[src/vps_pkg.sv]
// Package: register map, reset values and code-table constants
package vps_pkg;

    // ----------------------------------------------------------------
    // Register byte offsets on APB
    // ----------------------------------------------------------------
    localparam logic [7:0]  REG_CTRL     = 8'h00;
    localparam logic [7:0]  REG_PERIOD   = 8'h04;
    localparam logic [7:0]  REG_DUTY     = 8'h08;
    localparam logic [7:0]  REG_ILIM     = 8'h0c;
    localparam logic [7:0]  REG_STATUS   = 8'h10;
    localparam logic [7:0]  REG_DAC      = 8'h14;
    localparam logic [7:0]  REG_ILIM_EFF = 8'h18;

    // ----------------------------------------------------------------
    // Field positions
    // ----------------------------------------------------------------
    localparam int CTRL_PHASE_LSB = 0;   // Phase count, 3 bits
    localparam int CTRL_RUN_BIT   = 8;   // Modulation enable
    localparam int ST_SAVE_BIT    = 0;
    localparam int ST_OFF_BIT     = 1;
    localparam int ST_AUTO_BIT    = 2;
    localparam int ST_REQ_BIT     = 3;
    localparam int ST_CODE_LSB    = 4;   // Held code, 8 bits
    localparam int ST_GATES_LSB   = 12;  // Gate mask, 4 bits

    // ----------------------------------------------------------------
    // Phase counts and reset values
    // ----------------------------------------------------------------
    localparam logic [2:0]  PH_TWO       = 3'h2;
    localparam logic [2:0]  PH_THREE     = 3'h3;
    localparam logic [2:0]  PH_FOUR      = 3'h4;
    localparam logic [2:0]  PHASE_RST    = PH_FOUR;
    localparam logic        RUN_RST      = 1'b0;
    localparam logic [15:0] PERIOD_RST   = 16'h00fa;
    localparam logic [15:0] DUTY_RST     = 16'h0000;
    localparam logic [15:0] ILIM_RST     = 16'hffff;

    // ----------------------------------------------------------------
    // Code table: target in microvolts
    // ----------------------------------------------------------------
    localparam logic [7:0]  CODE_FIRST   = 8'h02;   // Highest target
    localparam logic [7:0]  CODE_LAST    = 8'hb2;   // Lowest target
    localparam logic [7:0]  CODE_OFF_A   = 8'hfe;
    localparam logic [7:0]  CODE_OFF_B   = 8'hff;
    localparam logic [20:0] DAC_MAX_UV   = 21'h186a00;  // 1.60000 V
    localparam logic [20:0] DAC_MIN_UV   = 21'h07a120;  // 0.50000 V
    localparam logic [20:0] STEP_UV      = 21'h00186a;  // 6.25 mV

endpackage
[src/vps_code_if.sv]
// Interface: decoded voltage code and transition events
`timescale 1ns/1ps
`default_nettype none

interface vps_code_if;
    logic [7:0]  code;
    logic [20:0] dac_uv;
    logic        off;
    logic        up;
    logic        down;

    modport dec (output code, output dac_uv, output off,
                 output up, output down);
    modport ctl (input code, input dac_uv, input off,
                 input up, input down);
endinterface

`default_nettype wire

[src/vps_code_decode.sv]
// Voltage code register, table decode and transition detector
`timescale 1ns/1ps
`default_nettype none

module vps_code_decode
    import vps_pkg::*;
(
    input  wire logic       pclk,
    input  wire logic       presetn,
    input  wire logic       ce,
    input  wire logic [7:0] code_in,
    vps_code_if.dec         dif
);

    logic [7:0]  code_reg;
    logic [7:0]  prev_reg;
    logic [1:0]  primed_reg;
    logic [20:0] dac_reg;
    logic        off_reg;
    logic        up_reg;
    logic        down_reg;
    logic        cur_ok;
    logic        prev_ok;
    logic [20:0] steps;

    // ----------------------------------------------------------------
    // Code history
    // ----------------------------------------------------------------
    // Two loads are needed before a compare is meaningful
    always_ff @(posedge pclk or negedge presetn)
    begin
        if (!presetn)
        begin
            code_reg   <= 8'h00;
            prev_reg   <= 8'h00;
            primed_reg <= 2'h0;
        end
        else if (ce)
        begin
            code_reg   <= code_in;
            prev_reg   <= code_reg;
            primed_reg <= {primed_reg[0], 1'b1};
        end
    end

    // Codes outside the table carry no voltage and do not count
    assign cur_ok  = (code_reg >= CODE_FIRST) && (code_reg <= CODE_LAST);
    assign prev_ok = (prev_reg >= CODE_FIRST) && (prev_reg <= CODE_LAST);
    assign steps   = {13'h0000, code_reg - CODE_FIRST};

    // ----------------------------------------------------------------
    // Decode and events
    // ----------------------------------------------------------------
    // A higher code is a lower voltage, so code up means voltage down
    always_ff @(posedge pclk or negedge presetn)
    begin
        if (!presetn)
        begin
            dac_reg  <= 21'h000000;
            off_reg  <= 1'b1;
            up_reg   <= 1'b0;
            down_reg <= 1'b0;
        end
        else if (ce)
        begin
            dac_reg  <= cur_ok ? DAC_MAX_UV - steps * STEP_UV
                               : 21'h000000;
            off_reg  <= !cur_ok;
            down_reg <= primed_reg[1] && cur_ok && prev_ok
                        && (code_reg > prev_reg);
            up_reg   <= primed_reg[1] && cur_ok && prev_ok
                        && (code_reg < prev_reg);
        end
    end

    assign dif.code   = code_reg;
    assign dif.dac_uv = dac_reg;
    assign dif.off    = off_reg;
    assign dif.up     = up_reg;
    assign dif.down   = down_reg;

    // ----------------------------------------------------------------
    // Checks
    // ----------------------------------------------------------------
    a_floor_code: assert property (@(posedge pclk) disable iff (!presetn)
        (ce && code_reg == CODE_LAST) |=> (dac_reg == DAC_MIN_UV))
        else $error("Lowest code did not give 0.5 V");
    a_off_codes: assert property (@(posedge pclk) disable iff (!presetn)
        (ce && (code_reg == CODE_OFF_A || code_reg == CODE_OFF_B))
        |=> off_reg)
        else $error("Off code did not switch output off");
    a_down_event: assert property (@(posedge pclk) disable iff (!presetn)
        (ce && primed_reg[1] && cur_ok && prev_ok && code_reg > prev_reg)
        |=> (down_reg && !up_reg))
        else $error("Falling voltage not flagged");

endmodule

`default_nettype wire

[src/vps_phase_ctrl.sv]
// Phase shedding and voltage-code control with APB register access
//
// How it works
// - Decode 8-bit code to DAC target; B2 is 0.5 V, FE/FF mean off.
// - Watch the voltage code continuously for entry or exit transitions.
// - With auto saving enabled, voltage going down enters saving mode.
// - With auto saving enabled, voltage going up leaves saving mode.
// - In saving mode current limit is scaled by one over phase count.
// - The auto-save enable pin level turns automatic detection on or off.
// - Request pin low forces saving mode regardless of auto-save enable.
// - Saving mode runs gate one only and sheds every other phase.
// - Phase count of two, three or four sets the active gates.
// - Two phases drive gates one and three; gates two and four idle.
// - Three phases drive gates one to three; gate four idles.
// - Four phases drive all four gates with modulation.
// - Active phases are evenly spaced: half, third or quarter period.
`timescale 1ns/1ps
`default_nettype none

module vps_phase_ctrl
    import vps_pkg::*;
(
    input  wire logic        pclk,
    input  wire logic        presetn,
    input  wire logic        ce,
    input  wire logic        psel,
    input  wire logic        penable,
    input  wire logic        pwrite,
    input  wire logic [7:0]  paddr,
    input  wire logic [31:0] pwdata,
    output logic      [31:0] prdata,
    output logic             pready,
    output logic             pslverr,
    input  wire logic [7:0]  voltage_id_code,
    input  wire logic        power_save_request_n,
    input  wire logic        auto_save_enable,
    output logic             gate_out_one,
    output logic             gate_out_two,
    output logic             gate_out_three,
    output logic             gate_out_four,
    output logic             save_mode,
    output logic             output_off,
    output logic      [20:0] dac_target_uv,
    output logic      [15:0] current_limit
);

    // ----------------------------------------------------------------
    // Declarations
    // ----------------------------------------------------------------
    localparam int SYNC_W = 10;

    vps_code_if dif ();

    logic [SYNC_W-1:0] pin_raw;
    logic [SYNC_W-1:0] sync1_reg;
    logic [SYNC_W-1:0] sync2_reg;
    logic [7:0]        code_sync;
    logic              req_n_sync;
    logic              en_sync;

    logic [2:0]  phase_reg;
    logic        run_reg;
    logic [15:0] period_reg;
    logic [15:0] duty_reg;
    logic [15:0] ilim_reg;
    logic [15:0] ilim_eff_reg;
    logic        auto_reg;
    logic        save_reg;
    logic [15:0] cnt_reg;
    logic [3:0]  gate_reg;
    logic [3:0]  active;
    logic [15:0] p_half;
    logic [15:0] p_third;
    logic [15:0] p_quarter;
    logic [15:0] offs [4];
    logic [31:0] rdata_reg;
    logic        err_reg;
    logic        wr_en;
    logic        setup;
    logic        mapped;
    logic [31:0] rd_mux;

    // ----------------------------------------------------------------
    // Pin synchronisers
    // ----------------------------------------------------------------
    assign pin_raw = {auto_save_enable, power_save_request_n,
                      voltage_id_code};

    // Code bits may settle a cycle apart; the decoder only counts
    // transitions between codes that sit inside the table.
    generate
        for (genvar i = 0; i < SYNC_W; i++)
        begin : g_sync
            always_ff @(posedge pclk or negedge presetn)
            begin
                if (!presetn)
                begin
                    sync1_reg[i] <= 1'b0;
                    sync2_reg[i] <= 1'b0;
                end
                else if (ce)
                begin
                    sync1_reg[i] <= pin_raw[i];
                    sync2_reg[i] <= sync1_reg[i];
                end
            end
        end
    endgenerate

    assign code_sync  = sync2_reg[7:0];
    assign req_n_sync = sync2_reg[8];
    assign en_sync    = sync2_reg[9];

    // ----------------------------------------------------------------
    // Code decoder
    // ----------------------------------------------------------------
    vps_code_decode u_decode (
        .pclk    (pclk),
        .presetn (presetn),
        .ce      (ce),
        .code_in (code_sync),
        .dif     (dif.dec)
    );

    // ----------------------------------------------------------------
    // APB slave
    // ----------------------------------------------------------------
    // Zero wait states; read data is fetched in the setup cycle
    assign setup  = psel && !penable;
    assign wr_en  = ce && psel && penable && pwrite && !err_reg;
    assign pready = 1'b1;
    assign pslverr = psel && penable && err_reg;
    assign prdata = rdata_reg;

    assign mapped = (paddr == REG_CTRL) || (paddr == REG_PERIOD)
                 || (paddr == REG_DUTY) || (paddr == REG_ILIM)
                 || (paddr == REG_STATUS) || (paddr == REG_DAC)
                 || (paddr == REG_ILIM_EFF);

    // Read mux; unused bits read as zero
    always_comb
    begin
        rd_mux = 32'h00000000;
        unique case (paddr)
            REG_CTRL:
            begin
                rd_mux[CTRL_PHASE_LSB +: 3] = phase_reg;
                rd_mux[CTRL_RUN_BIT]        = run_reg;
            end
            REG_PERIOD:   rd_mux[15:0] = period_reg;
            REG_DUTY:     rd_mux[15:0] = duty_reg;
            REG_ILIM:     rd_mux[15:0] = ilim_reg;
            REG_STATUS:
            begin
                rd_mux[ST_SAVE_BIT]        = save_reg;
                rd_mux[ST_OFF_BIT]         = dif.off;
                rd_mux[ST_AUTO_BIT]        = auto_reg;
                rd_mux[ST_REQ_BIT]         = !req_n_sync;
                rd_mux[ST_CODE_LSB +: 8]   = dif.code;
                rd_mux[ST_GATES_LSB +: 4]  = active;
            end
            REG_DAC:      rd_mux[20:0] = dif.dac_uv;
            REG_ILIM_EFF: rd_mux[15:0] = ilim_eff_reg;
            default:      rd_mux = 32'h00000000;
        endcase
    end

    // Capture answer at setup so the access phase needs no wait
    always_ff @(posedge pclk or negedge presetn)
    begin
        if (!presetn)
        begin
            rdata_reg <= 32'h00000000;
            err_reg   <= 1'b0;
        end
        else if (ce && setup)
        begin
            rdata_reg <= pwrite ? 32'h00000000 : rd_mux;
            err_reg   <= !mapped;
        end
    end

    // Writable registers; an illegal phase count leaves the old one
    always_ff @(posedge pclk or negedge presetn)
    begin
        if (!presetn)
        begin
            phase_reg  <= PHASE_RST;
            run_reg    <= RUN_RST;
            period_reg <= PERIOD_RST;
            duty_reg   <= DUTY_RST;
            ilim_reg   <= ILIM_RST;
        end
        else if (wr_en)
        begin
            unique case (paddr)
                REG_CTRL:
                begin
                    if (pwdata[CTRL_PHASE_LSB +: 3] >= PH_TWO &&
                        pwdata[CTRL_PHASE_LSB +: 3] <= PH_FOUR)
                        phase_reg <= pwdata[CTRL_PHASE_LSB +: 3];
                    run_reg <= pwdata[CTRL_RUN_BIT];
                end
                REG_PERIOD: period_reg <= pwdata[15:0];
                REG_DUTY:   duty_reg   <= pwdata[15:0];
                REG_ILIM:   ilim_reg   <= pwdata[15:0];
                default:    ;
            endcase
        end
    end

    // ----------------------------------------------------------------
    // Power saving decision
    // ----------------------------------------------------------------
    // Auto flag follows code transitions only while the pin allows it
    always_ff @(posedge pclk or negedge presetn)
    begin
        if (!presetn)
            auto_reg <= 1'b0;
        else if (ce)
        begin
            if (!en_sync)
                auto_reg <= 1'b0;
            else if (dif.down)
                auto_reg <= 1'b1;
            else if (dif.up)
                auto_reg <= 1'b0;
        end
    end

    // Request pin outranks the auto path outright
    always_ff @(posedge pclk or negedge presetn)
    begin
        if (!presetn)
            save_reg <= 1'b0;
        else if (ce)
            save_reg <= !req_n_sync || auto_reg;
    end

    // Total limit shrinks to the share of the one running phase
    always_ff @(posedge pclk or negedge presetn)
    begin
        if (!presetn)
            ilim_eff_reg <= ILIM_RST;
        else if (ce)
        begin
            if (!save_reg)
                ilim_eff_reg <= ilim_reg;
            else
            begin
                unique case (phase_reg)
                    PH_TWO:   ilim_eff_reg <= ilim_reg >> 1;
                    PH_THREE: ilim_eff_reg <= ilim_reg / 16'h0003;
                    default:  ilim_eff_reg <= ilim_reg >> 2;
                endcase
            end
        end
    end

    // ----------------------------------------------------------------
    // Phase selection and spacing
    // ----------------------------------------------------------------
    // Two-phase boards wire gates one and three; saving keeps gate one
    always_comb
    begin
        if (save_reg)
            active = 4'h1;
        else
        begin
            unique case (phase_reg)
                PH_TWO:   active = 4'h5;
                PH_THREE: active = 4'h7;
                default:  active = 4'hf;
            endcase
        end
    end

    assign p_half    = period_reg >> 1;
    assign p_quarter = period_reg >> 2;
    assign p_third   = period_reg / 16'h0003;

    // Ramp offsets per gate for even angular spacing
    always_comb
    begin
        offs[0] = 16'h0000;
        offs[1] = 16'h0000;
        offs[2] = 16'h0000;
        offs[3] = 16'h0000;
        unique case (phase_reg)
            PH_TWO:   offs[2] = p_half;
            PH_THREE:
            begin
                offs[1] = p_third;
                offs[2] = p_third << 1;
            end
            default:
            begin
                offs[1] = p_quarter;
                offs[2] = p_half;
                offs[3] = p_half + p_quarter;
            end
        endcase
    end

    // ----------------------------------------------------------------
    // Modulators
    // ----------------------------------------------------------------
    // Shared ramp counter; a zero period parks it at zero
    always_ff @(posedge pclk or negedge presetn)
    begin
        if (!presetn)
            cnt_reg <= 16'h0000;
        else if (ce)
        begin
            if (cnt_reg + 16'h0001 >= period_reg)
                cnt_reg <= 16'h0000;
            else
                cnt_reg <= cnt_reg + 16'h0001;
        end
    end

    // Each gate compares its shifted ramp with the duty setting
    generate
        for (genvar g = 0; g < 4; g++)
        begin : g_pwm
            logic [16:0] sum;
            logic [15:0] pos;

            assign sum = {1'b0, cnt_reg} + {1'b0, offs[g]};
            assign pos = (sum >= {1'b0, period_reg})
                       ? 16'(sum - {1'b0, period_reg}) : sum[15:0];

            always_ff @(posedge pclk or negedge presetn)
            begin
                if (!presetn)
                    gate_reg[g] <= 1'b0;
                else if (ce)
                    gate_reg[g] <= active[g] && run_reg && !dif.off
                                   && (pos < duty_reg);
            end
        end
    endgenerate

    // ----------------------------------------------------------------
    // Outputs
    // ----------------------------------------------------------------
    assign gate_out_one   = gate_reg[0];
    assign gate_out_two   = gate_reg[1];
    assign gate_out_three = gate_reg[2];
    assign gate_out_four  = gate_reg[3];
    assign save_mode      = save_reg;
    assign output_off     = dif.off;
    assign dac_target_uv  = dif.dac_uv;
    assign current_limit  = ilim_eff_reg;

    // ----------------------------------------------------------------
    // Checks
    // ----------------------------------------------------------------
    a_request_forces: assert property (@(posedge pclk) disable iff (!presetn)
        (ce && !req_n_sync && !en_sync) |=> save_reg)
        else $error("Save request did not force saving mode");
    a_auto_enter: assert property (@(posedge pclk) disable iff (!presetn)
        (ce && en_sync && dif.down) |=> auto_reg)
        else $error("Voltage drop did not set auto saving");
    a_auto_exit: assert property (@(posedge pclk) disable iff (!presetn)
        (ce && en_sync && dif.up && !dif.down) |=> !auto_reg)
        else $error("Voltage rise did not clear auto saving");
    a_auto_gated: assert property (@(posedge pclk) disable iff (!presetn)
        (ce && !en_sync) |=> !auto_reg)
        else $error("Auto saving active while disabled");
    a_single_phase: assert property (@(posedge pclk) disable iff (!presetn)
        (ce && save_reg) |=> !(gate_out_two || gate_out_three
                               || gate_out_four))
        else $error("Shed phase still switching");
    a_two_phase: assert property (@(posedge pclk) disable iff (!presetn)
        (ce && phase_reg == PH_TWO) |=> !(gate_out_two || gate_out_four))
        else $error("Unused gate driven in two-phase mode");
    a_three_phase: assert property (@(posedge pclk) disable iff (!presetn)
        (ce && phase_reg == PH_THREE) |=> !gate_out_four)
        else $error("Gate four driven in three-phase mode");
    a_limit_scale: assert property (@(posedge pclk) disable iff (!presetn)
        (ce && save_reg && phase_reg == PH_FOUR)
        |=> (ilim_eff_reg == ($past(ilim_reg) >> 2)))
        else $error("Current limit not scaled to one phase");
    a_four_phase: assert property (@(posedge pclk) disable iff (!presetn)
        (ce && !save_reg && phase_reg == PH_FOUR && run_reg && !dif.off
         && duty_reg > period_reg) |=> (gate_reg == 4'hf))
        else $error("Four-phase mode not driving every gate");

endmodule

`default_nettype wire

[config.mk]
export PLATFORM = sky130hd
export DESIGN_NAME = vps_phase_ctrl
export DESIGN_NICKNAME = d
export VERILOG_FILES = /design/src/vps_pkg.sv /design/src/vps_code_if.sv /design/src/vps_code_decode.sv /design/src/vps_phase_ctrl.sv
export SDC_FILE = /design/constraint.sdc
export NUM_CORES = 1
export LEC_CHECK = 0
export ABC_AREA = 1
export BUFFER_PORTS_ARGS = -buffer_cell sky130_fd_sc_hd__buf_2
export CORE_UTILIZATION = 50
export CTS_CLUSTER_DIAMETER = 30
export CTS_CLUSTER_SIZE = 14
export DETAILED_ROUTE_END_ITERATION = 6
export PLACE_DENSITY = 0.77
export SLEW_MARGIN = 15
export SYNTH_ARGS = -nofsm -noshare
export SYNTH_HDL_FRONTEND = slang
export SYNTH_SLANG_ARGS = --single-unit
export TNS_END_PERCENT = 50
[constraint.sdc]
create_clock -name pclk -period 21.5 [get_ports pclk]
set_input_delay 4.3 -clock pclk [delete_from_list [all_inputs] [get_ports pclk]]
set_output_delay 4.3 -clock pclk [all_outputs]
set_load 0.01 [all_outputs]
# == After elaboration in Yosys (flattened, before gate mapping) ==
# Index checks and enable logic that the tools add are counted.
# Widths: inputs -> output; s select.
# word_totals
reg_bits,185
latch_bits,0
ramBits,0
romBits,0
input_bits,56
out_inout_bits,77
wordCells,152
memories,0
# op_classes
add_sub_neg,11
n_mul,1
div_mod_pow,2
magnitude_cmp,17
eq_ne,9
shift,0
n_mux,22
bitwise_logic,0
reduce_logical,48
# ops
cell,n
$mux 16,8
$lt 16x16->1,4
$pmux 16 s2,2
$sub 16x16->16,4
$add 16x16->17,3
$ge 17x16->1,3
$mux 21,2
$pmux 7 s6,1
$div 16x2->16 const B,2
$ge 16x16->1,2
$pmux 5 s6,1
$logic_and 1x1->1,27
$eq 8x5->1 const B,3
$pmux 3 s7,1
$sub 21x21->21 const A,1
$mul 8x12->20 const B,1
$add 15x14->16,1
$add 16x1->16 const B,1
$eq 8x4->1 const B,2
$ge 8x2->1 const B,2
$le 8x8->1 const B,2
$reduce_and 2->1,5
$eq 8x3->1 const B,1
$gt 8x8->1,1
other kinds (16),30

# == Logic depth before layout (Yosys ltp) ==
# depth
word_depth,8
depth_mapped,143
depth_no_buf,140

# == By module ==
# From an unflattened synthesis, not the netlist that was laid out.
# unflattened
cells_unflattened,3914
hier_area_um2,25227.9
# modules_own_cells
mod,n_inst,cells_each,area_per_inst_um2,seq_area_each_um2
vps_phase_ctrl,1,3375,21164.0,3352.0
vps_code_decode,1,539,4063.9,1027.2

# == Worst setup path after synthesis ==
# No wires, ideal clock.
# synth_timing
path_type,reg2reg
startpoint,reg period_reg[4]
endpoint,reg gate_reg[2] (netlist: gate_out_three)
setup_time_ns,0.066
arrival_time_ns,15.687
required_time_ns,21.434
path_slack_ns,5.746
stages_incl_launch_ff,132
n_path_buf,9
synth_period_minus_slack_ns,15.754
cell_sequence,dfstp_2 clkbuf_1 clkinv_1 ha_1 inv_2 nand3_1 nand2_2 nand3_4 buf_6 nand3b_2 nand2_4 nor2_4 nand3_2 nor2_2 nand3_4 nand2_8 nand2_4 nand2_4 [... 96 more ...] nor2_1 nor2_1 o21ai_0 o31ai_1 nor3_1 nand2_1 inv_1 clkbuf_1 clkbuf_1 o21ai_0 ha_1 a21oi_1 nor2_1 a211oi_1 nor2_1 a2111oi_0 o2111ai_1 nand2_1
# synth_via
elab_chain_len,7
elab_cells_between_ends,8
classes_between,2 x add/sub; 1 x div; 2 x order compare; 2 x mux; 1 x reduce/logical
# synth_rtl
item,line_no,rtl
from (decl),vps_phase_ctrl.sv:63,logic [15:0] period_reg;
from (signal assigned),vps_phase_ctrl.sv:204,REG_PERIOD: period_reg <= pwdata[15:0];
$div 16x2->16,vps_phase_ctrl.sv:280,assign p_third = period_reg / 16'h0003;
$mux 16,vps_phase_ctrl.sv:289,unique case (phase_reg)
$add 16x16->17,vps_phase_ctrl.sv:329,"assign sum = {1'b0, cnt_reg} + {1'b0, offs[g]};"
$sub 16x16->16 / $ge 17x16->1 (equally long branches),"vps_phase_ctrl.sv:331, vps_phase_ctrl.sv:330",
$mux 16 *,vps_phase_ctrl.sv:331,"? 16'(sum - {1'b0, period_reg}) : sum[15:0];"
$lt 16x16->1 *,vps_phase_ctrl.sv:339,&& (pos < duty_reg);
$logic_and 1x1->1 *,vps_phase_ctrl.sv:339,
"to (signal, indexed assignment)",vps_phase_ctrl.sv:338,gate_reg[g] <= active[g] && run_reg && !dif.off
to (decl),vps_phase_ctrl.sv:70,logic [3:0] gate_reg;
# Mark *: on every way between the ends. The rest lies on a longest branch, timed or not.
# A chain may end at the register's enable or synchronous reset.

# == Worst setup path in the final report ==
# Ends and elaborated chain as after synthesis.

==> results.sh <==
export IMPL_slew_headroom=0.348
export IMPL_worst_path_max_fanout=20
export IMPL_path_delay_family="simple AND/OR/NAND/NOR gates"
export IMPL_avgViaCountPerCell=5.61
export IMPL_cts_repair_resize_count=0
export IMPL_p_clk_frac=0.105
export IMPL_crit_type="flop to flop"
export IMPL_synth_cell_types=73
export IMPL_core_um2=49300
export IMPL_drcViolationCount=0
export IMPL_clkLatencyLatePin_ps=460
export IMPL_fmax_mhz=51.2
export IMPL_hold_depth=1
export IMPL_p_comb_frac=0.765
export IMPL_antenna_found_initial=3
export IMPL_wl_per_cell_um=16.6
export IMPL_grt_max_degree=105
export IMPL_io_pin_count=133
export IMPL_synth_seq_cells=173
export IMPL_grt_pass1_vias=22300
export IMPL_power_switching_mw=1.72
export IMPL_drv_cap=0
export IMPL_area_delta_synth_final_pct=6.37
export IMPL_cts_sinks=173
export IMPL_slowest_delay_ps=770
export IMPL_htreeDepth=4
export IMPL_drtPass1Iterations=6
export IMPL_critical_path_arrival_ps=19910
export IMPL_die_area_um2=51100
export IMPL_syn_area_um2=25100
export IMPL_io_buffers=103
export IMPL_placed_cells_incl_taps=4380
export IMPL_fin_crit_ps=19540
export IMPL_crit_cells=121
export IMPL_p_int_mw=1.33
export IMPL_crit_end="gate_out_three"
export IMPL_crit_start="period_reg[4]"
export IMPL_r2r_end="gate_out_three"
export IMPL_antenna_left=0
export IMPL_reg2regPathDepth=121
export IMPL_worstMarginPinSlew_ps=976
export IMPL_hold_viol_final=0
export IMPL_worstHoldPathType="flop to flop"
export IMPL_setup_viol=0
export IMPL_fin_nets=4100
export IMPL_vdd_ir_drop_worst_v=0.000160
export IMPL_grtUsageTotal=0.284
export IMPL_drt_iter0_drc=2369
export IMPL_clk_pin_slew_ps=80
export IMPL_timing_setup_tns_ps=0
export IMPL_clock_skew_ps=26.9
export IMPL_synth_warnings=0
export IMPL_p_sw_frac=0.564
export IMPL_ys_flop_type="dfrtp_1"
export IMPL_required_ps=21870
export IMPL_holdBufCountCts=0
export IMPL_die_h_um=226
export IMPL_yosysSeqAreaShare=0.175
export IMPL_path_buf_inv=12
export IMPL_post_cts_buffers=0
export IMPL_num_fill_cells=4867
export IMPL_grt_pass1_wl_um=115000
export IMPL_endpoint_kind="flop"
export IMPL_p_per_area_nw_per_um2=114
export IMPL_final_instance_count_excl_fill=4414
export IMPL_outcome="complete, no violations"
export IMPL_cpMostUsedCell="nand2_1"
export IMPL_cts_tree="yes"
export IMPL_power_leakage_nw=14.0
export IMPL_gr_total_overflow=0
export IMPL_cts_inserted_buffers=17
export IMPL_finalCritPeriodShare=0.909
export IMPL_ff2ff_setup_slack_ps=1960
export IMPL_start_util=0.509
export IMPL_rsz0062_at_grt="false"
export IMPL_largest_reg_flops=21
export IMPL_drt_wl_total_um=73100
export IMPL_dp_hpwl_um=56900
export IMPL_p_seq_frac=0.130
export IMPL_syn_inst=3674
export IMPL_root_buffer="clkbuf_16"
export IMPL_die_x_um=226
export IMPL_drv_slew=0
export IMPL_synth_edf_count=0
export IMPL_r2r_start="period_reg[4]"
export IMPL_synth_avg_cell_area_um2=6.83
export IMPL_cp_slowest_cell="dfstp_2"
export IMPL_ctsLongestPathBuffers=2
export IMPL_drive_gt1_frac=0.137
export IMPL_dr_total_vias=24800
export IMPL_async_flop_share=1.00
export IMPL_place_gp_congestion=0.964
export IMPL_core_rowCount=81
export IMPL_startpoint_type="flop"
[Yosys cell counts, drive strengths merged, types with 17 or more instances]
master  count  area (um2)
xor2      134        1200
nor3       38         190
xnor2      36         315
dfstp      40        1050
fa         20         400
a21oi     183         953
nand3     268        1710
inv       549        2070
o22ai      53         332
nand3b     17         144
nand2     928        4110
o21ai     328        1660
ha        289        3620
dfrtp     133        3330
nand4      69         468
clkbuf     52         206
nor2      293        1450
buf        34         298
o21bai     54         405
[worst reg2reg max path, delay by kind of cell (launching register included)]
| kind | cells | cell delay (ps) |
|---|---|---|
| and+or+nand+nor | 84 | 11890 |
| AOI/OAI and AO/OA | 19 | 3040 |
| buffers and inverters | 12 | 1900 |
| adders and majority gates | 5 | 1650 |
| DFF | 1 | 770 |
| xor gates and xnor gates | 1 | 230 |
[routing by layer]
layer | wire [um] | vias up | part of all wire | global-route usage
li1 | - | 12300 | - | -
met1 | 31800 | 11500 | 0.44 | 0.379
met2 | 33100 | 868 | 0.45 | 0.465
met3 | 5440 | 161 | 0.074 | 0.0396
met4 | 2720 | 2 | 0.037 | 0.101
met5 | 14 | - | 0.00019 | 0
[cell families (layout without fill, tap and decap cells)]
| kind of cell | after synthesis | after routing | share of synthesized area |
|---|---|---|---|
| adders and majority gates | 309 | 309 | 0.160 |
| buffers and inverters | 652 | 715 | 0.107 |
| DFF | 173 | 173 | 0.175 |
| other | 2 | 15 | 0.000299 |
| and+or+nand+nor | 1645 | 1645 | 0.330 |
| xor gates and xnor gates | 170 | 170 | 0.0604 |
| AOI/OAI and AO/OA | 723 | 723 | 0.167 |
[through the flow]
stage	util	power [mW]	hold WS, ps	cell area (um2)	setup WS, ps
floorplan	-	2.29	437	25100	5750
global placement	0.529	2.66	451	26100	2480
detailed placement	0.529	2.70	451	26100	2290
CTS	0.541	3.03	467	26700	2180
global route	0.542	3.36	468	26700	97.0
finish	0.542	3.04	464	26700	1960
[worst min-delay path by stage]
| stage | to | slack (ps) | from |
|---|---|---|---|
| after CTS | u_decode.primed_reg[0] | 470 | u_decode.primed_reg[0] |
| after detailed placement | u_decode.primed_reg[0] | 450 | u_decode.primed_reg[0] |
| after global placement | u_decode.primed_reg[0] | 450 | u_decode.primed_reg[0] |
| after global routing | u_decode.primed_reg[0] | 470 | u_decode.primed_reg[0] |
| final | u_decode.primed_reg[0] | 460 | u_decode.primed_reg[0] |
| after floorplan | u_decode.primed_reg[0] | 440 | u_decode.primed_reg[0] |
[power groups by stage]
stage / registers [mW] / logic, mW / clock network (mW)
after CTS: 0.396 / 2.31 / 0.318
after global routing: 0.399 / 2.63 / 0.330
after global placement: 0.401 / 2.26 / 0
after detailed placement: 0.401 / 2.30 / 0
after floorplan: 0.400 / 1.89 / 0
final: 0.397 / 2.33 / 0.319
[area by class of cell]
cell class	instances	area (um2)	share of cell area
clock inverters	15	164	0.00615
well taps	664	831	0.0311
multi-input cells	2860	18100	0.677
flip-flops and latches	173	4380	0.164
clock buffers	17	425	0.0159
diodes	2	5.00	0.000188
inverters	566	2180	0.0818
repair buffers	117	629	0.0236
[placed cells by master (no fill, tap or decap), types with 42 or more instances in the layout]
master    instances
o22ai_1          53
a21oi_1         179
buf_2           101
nand3_2          42
nand2_4          44
inv_1           519
ha_1            289
nand2_2          94
o21ai_0         309
xor2_1          132
nand3_1         213
nor2_1          226
o21bai_1         54
nand4_1          66
nand2_1         786
dfrtp_1         133
(Power assumes the default switching activity.)
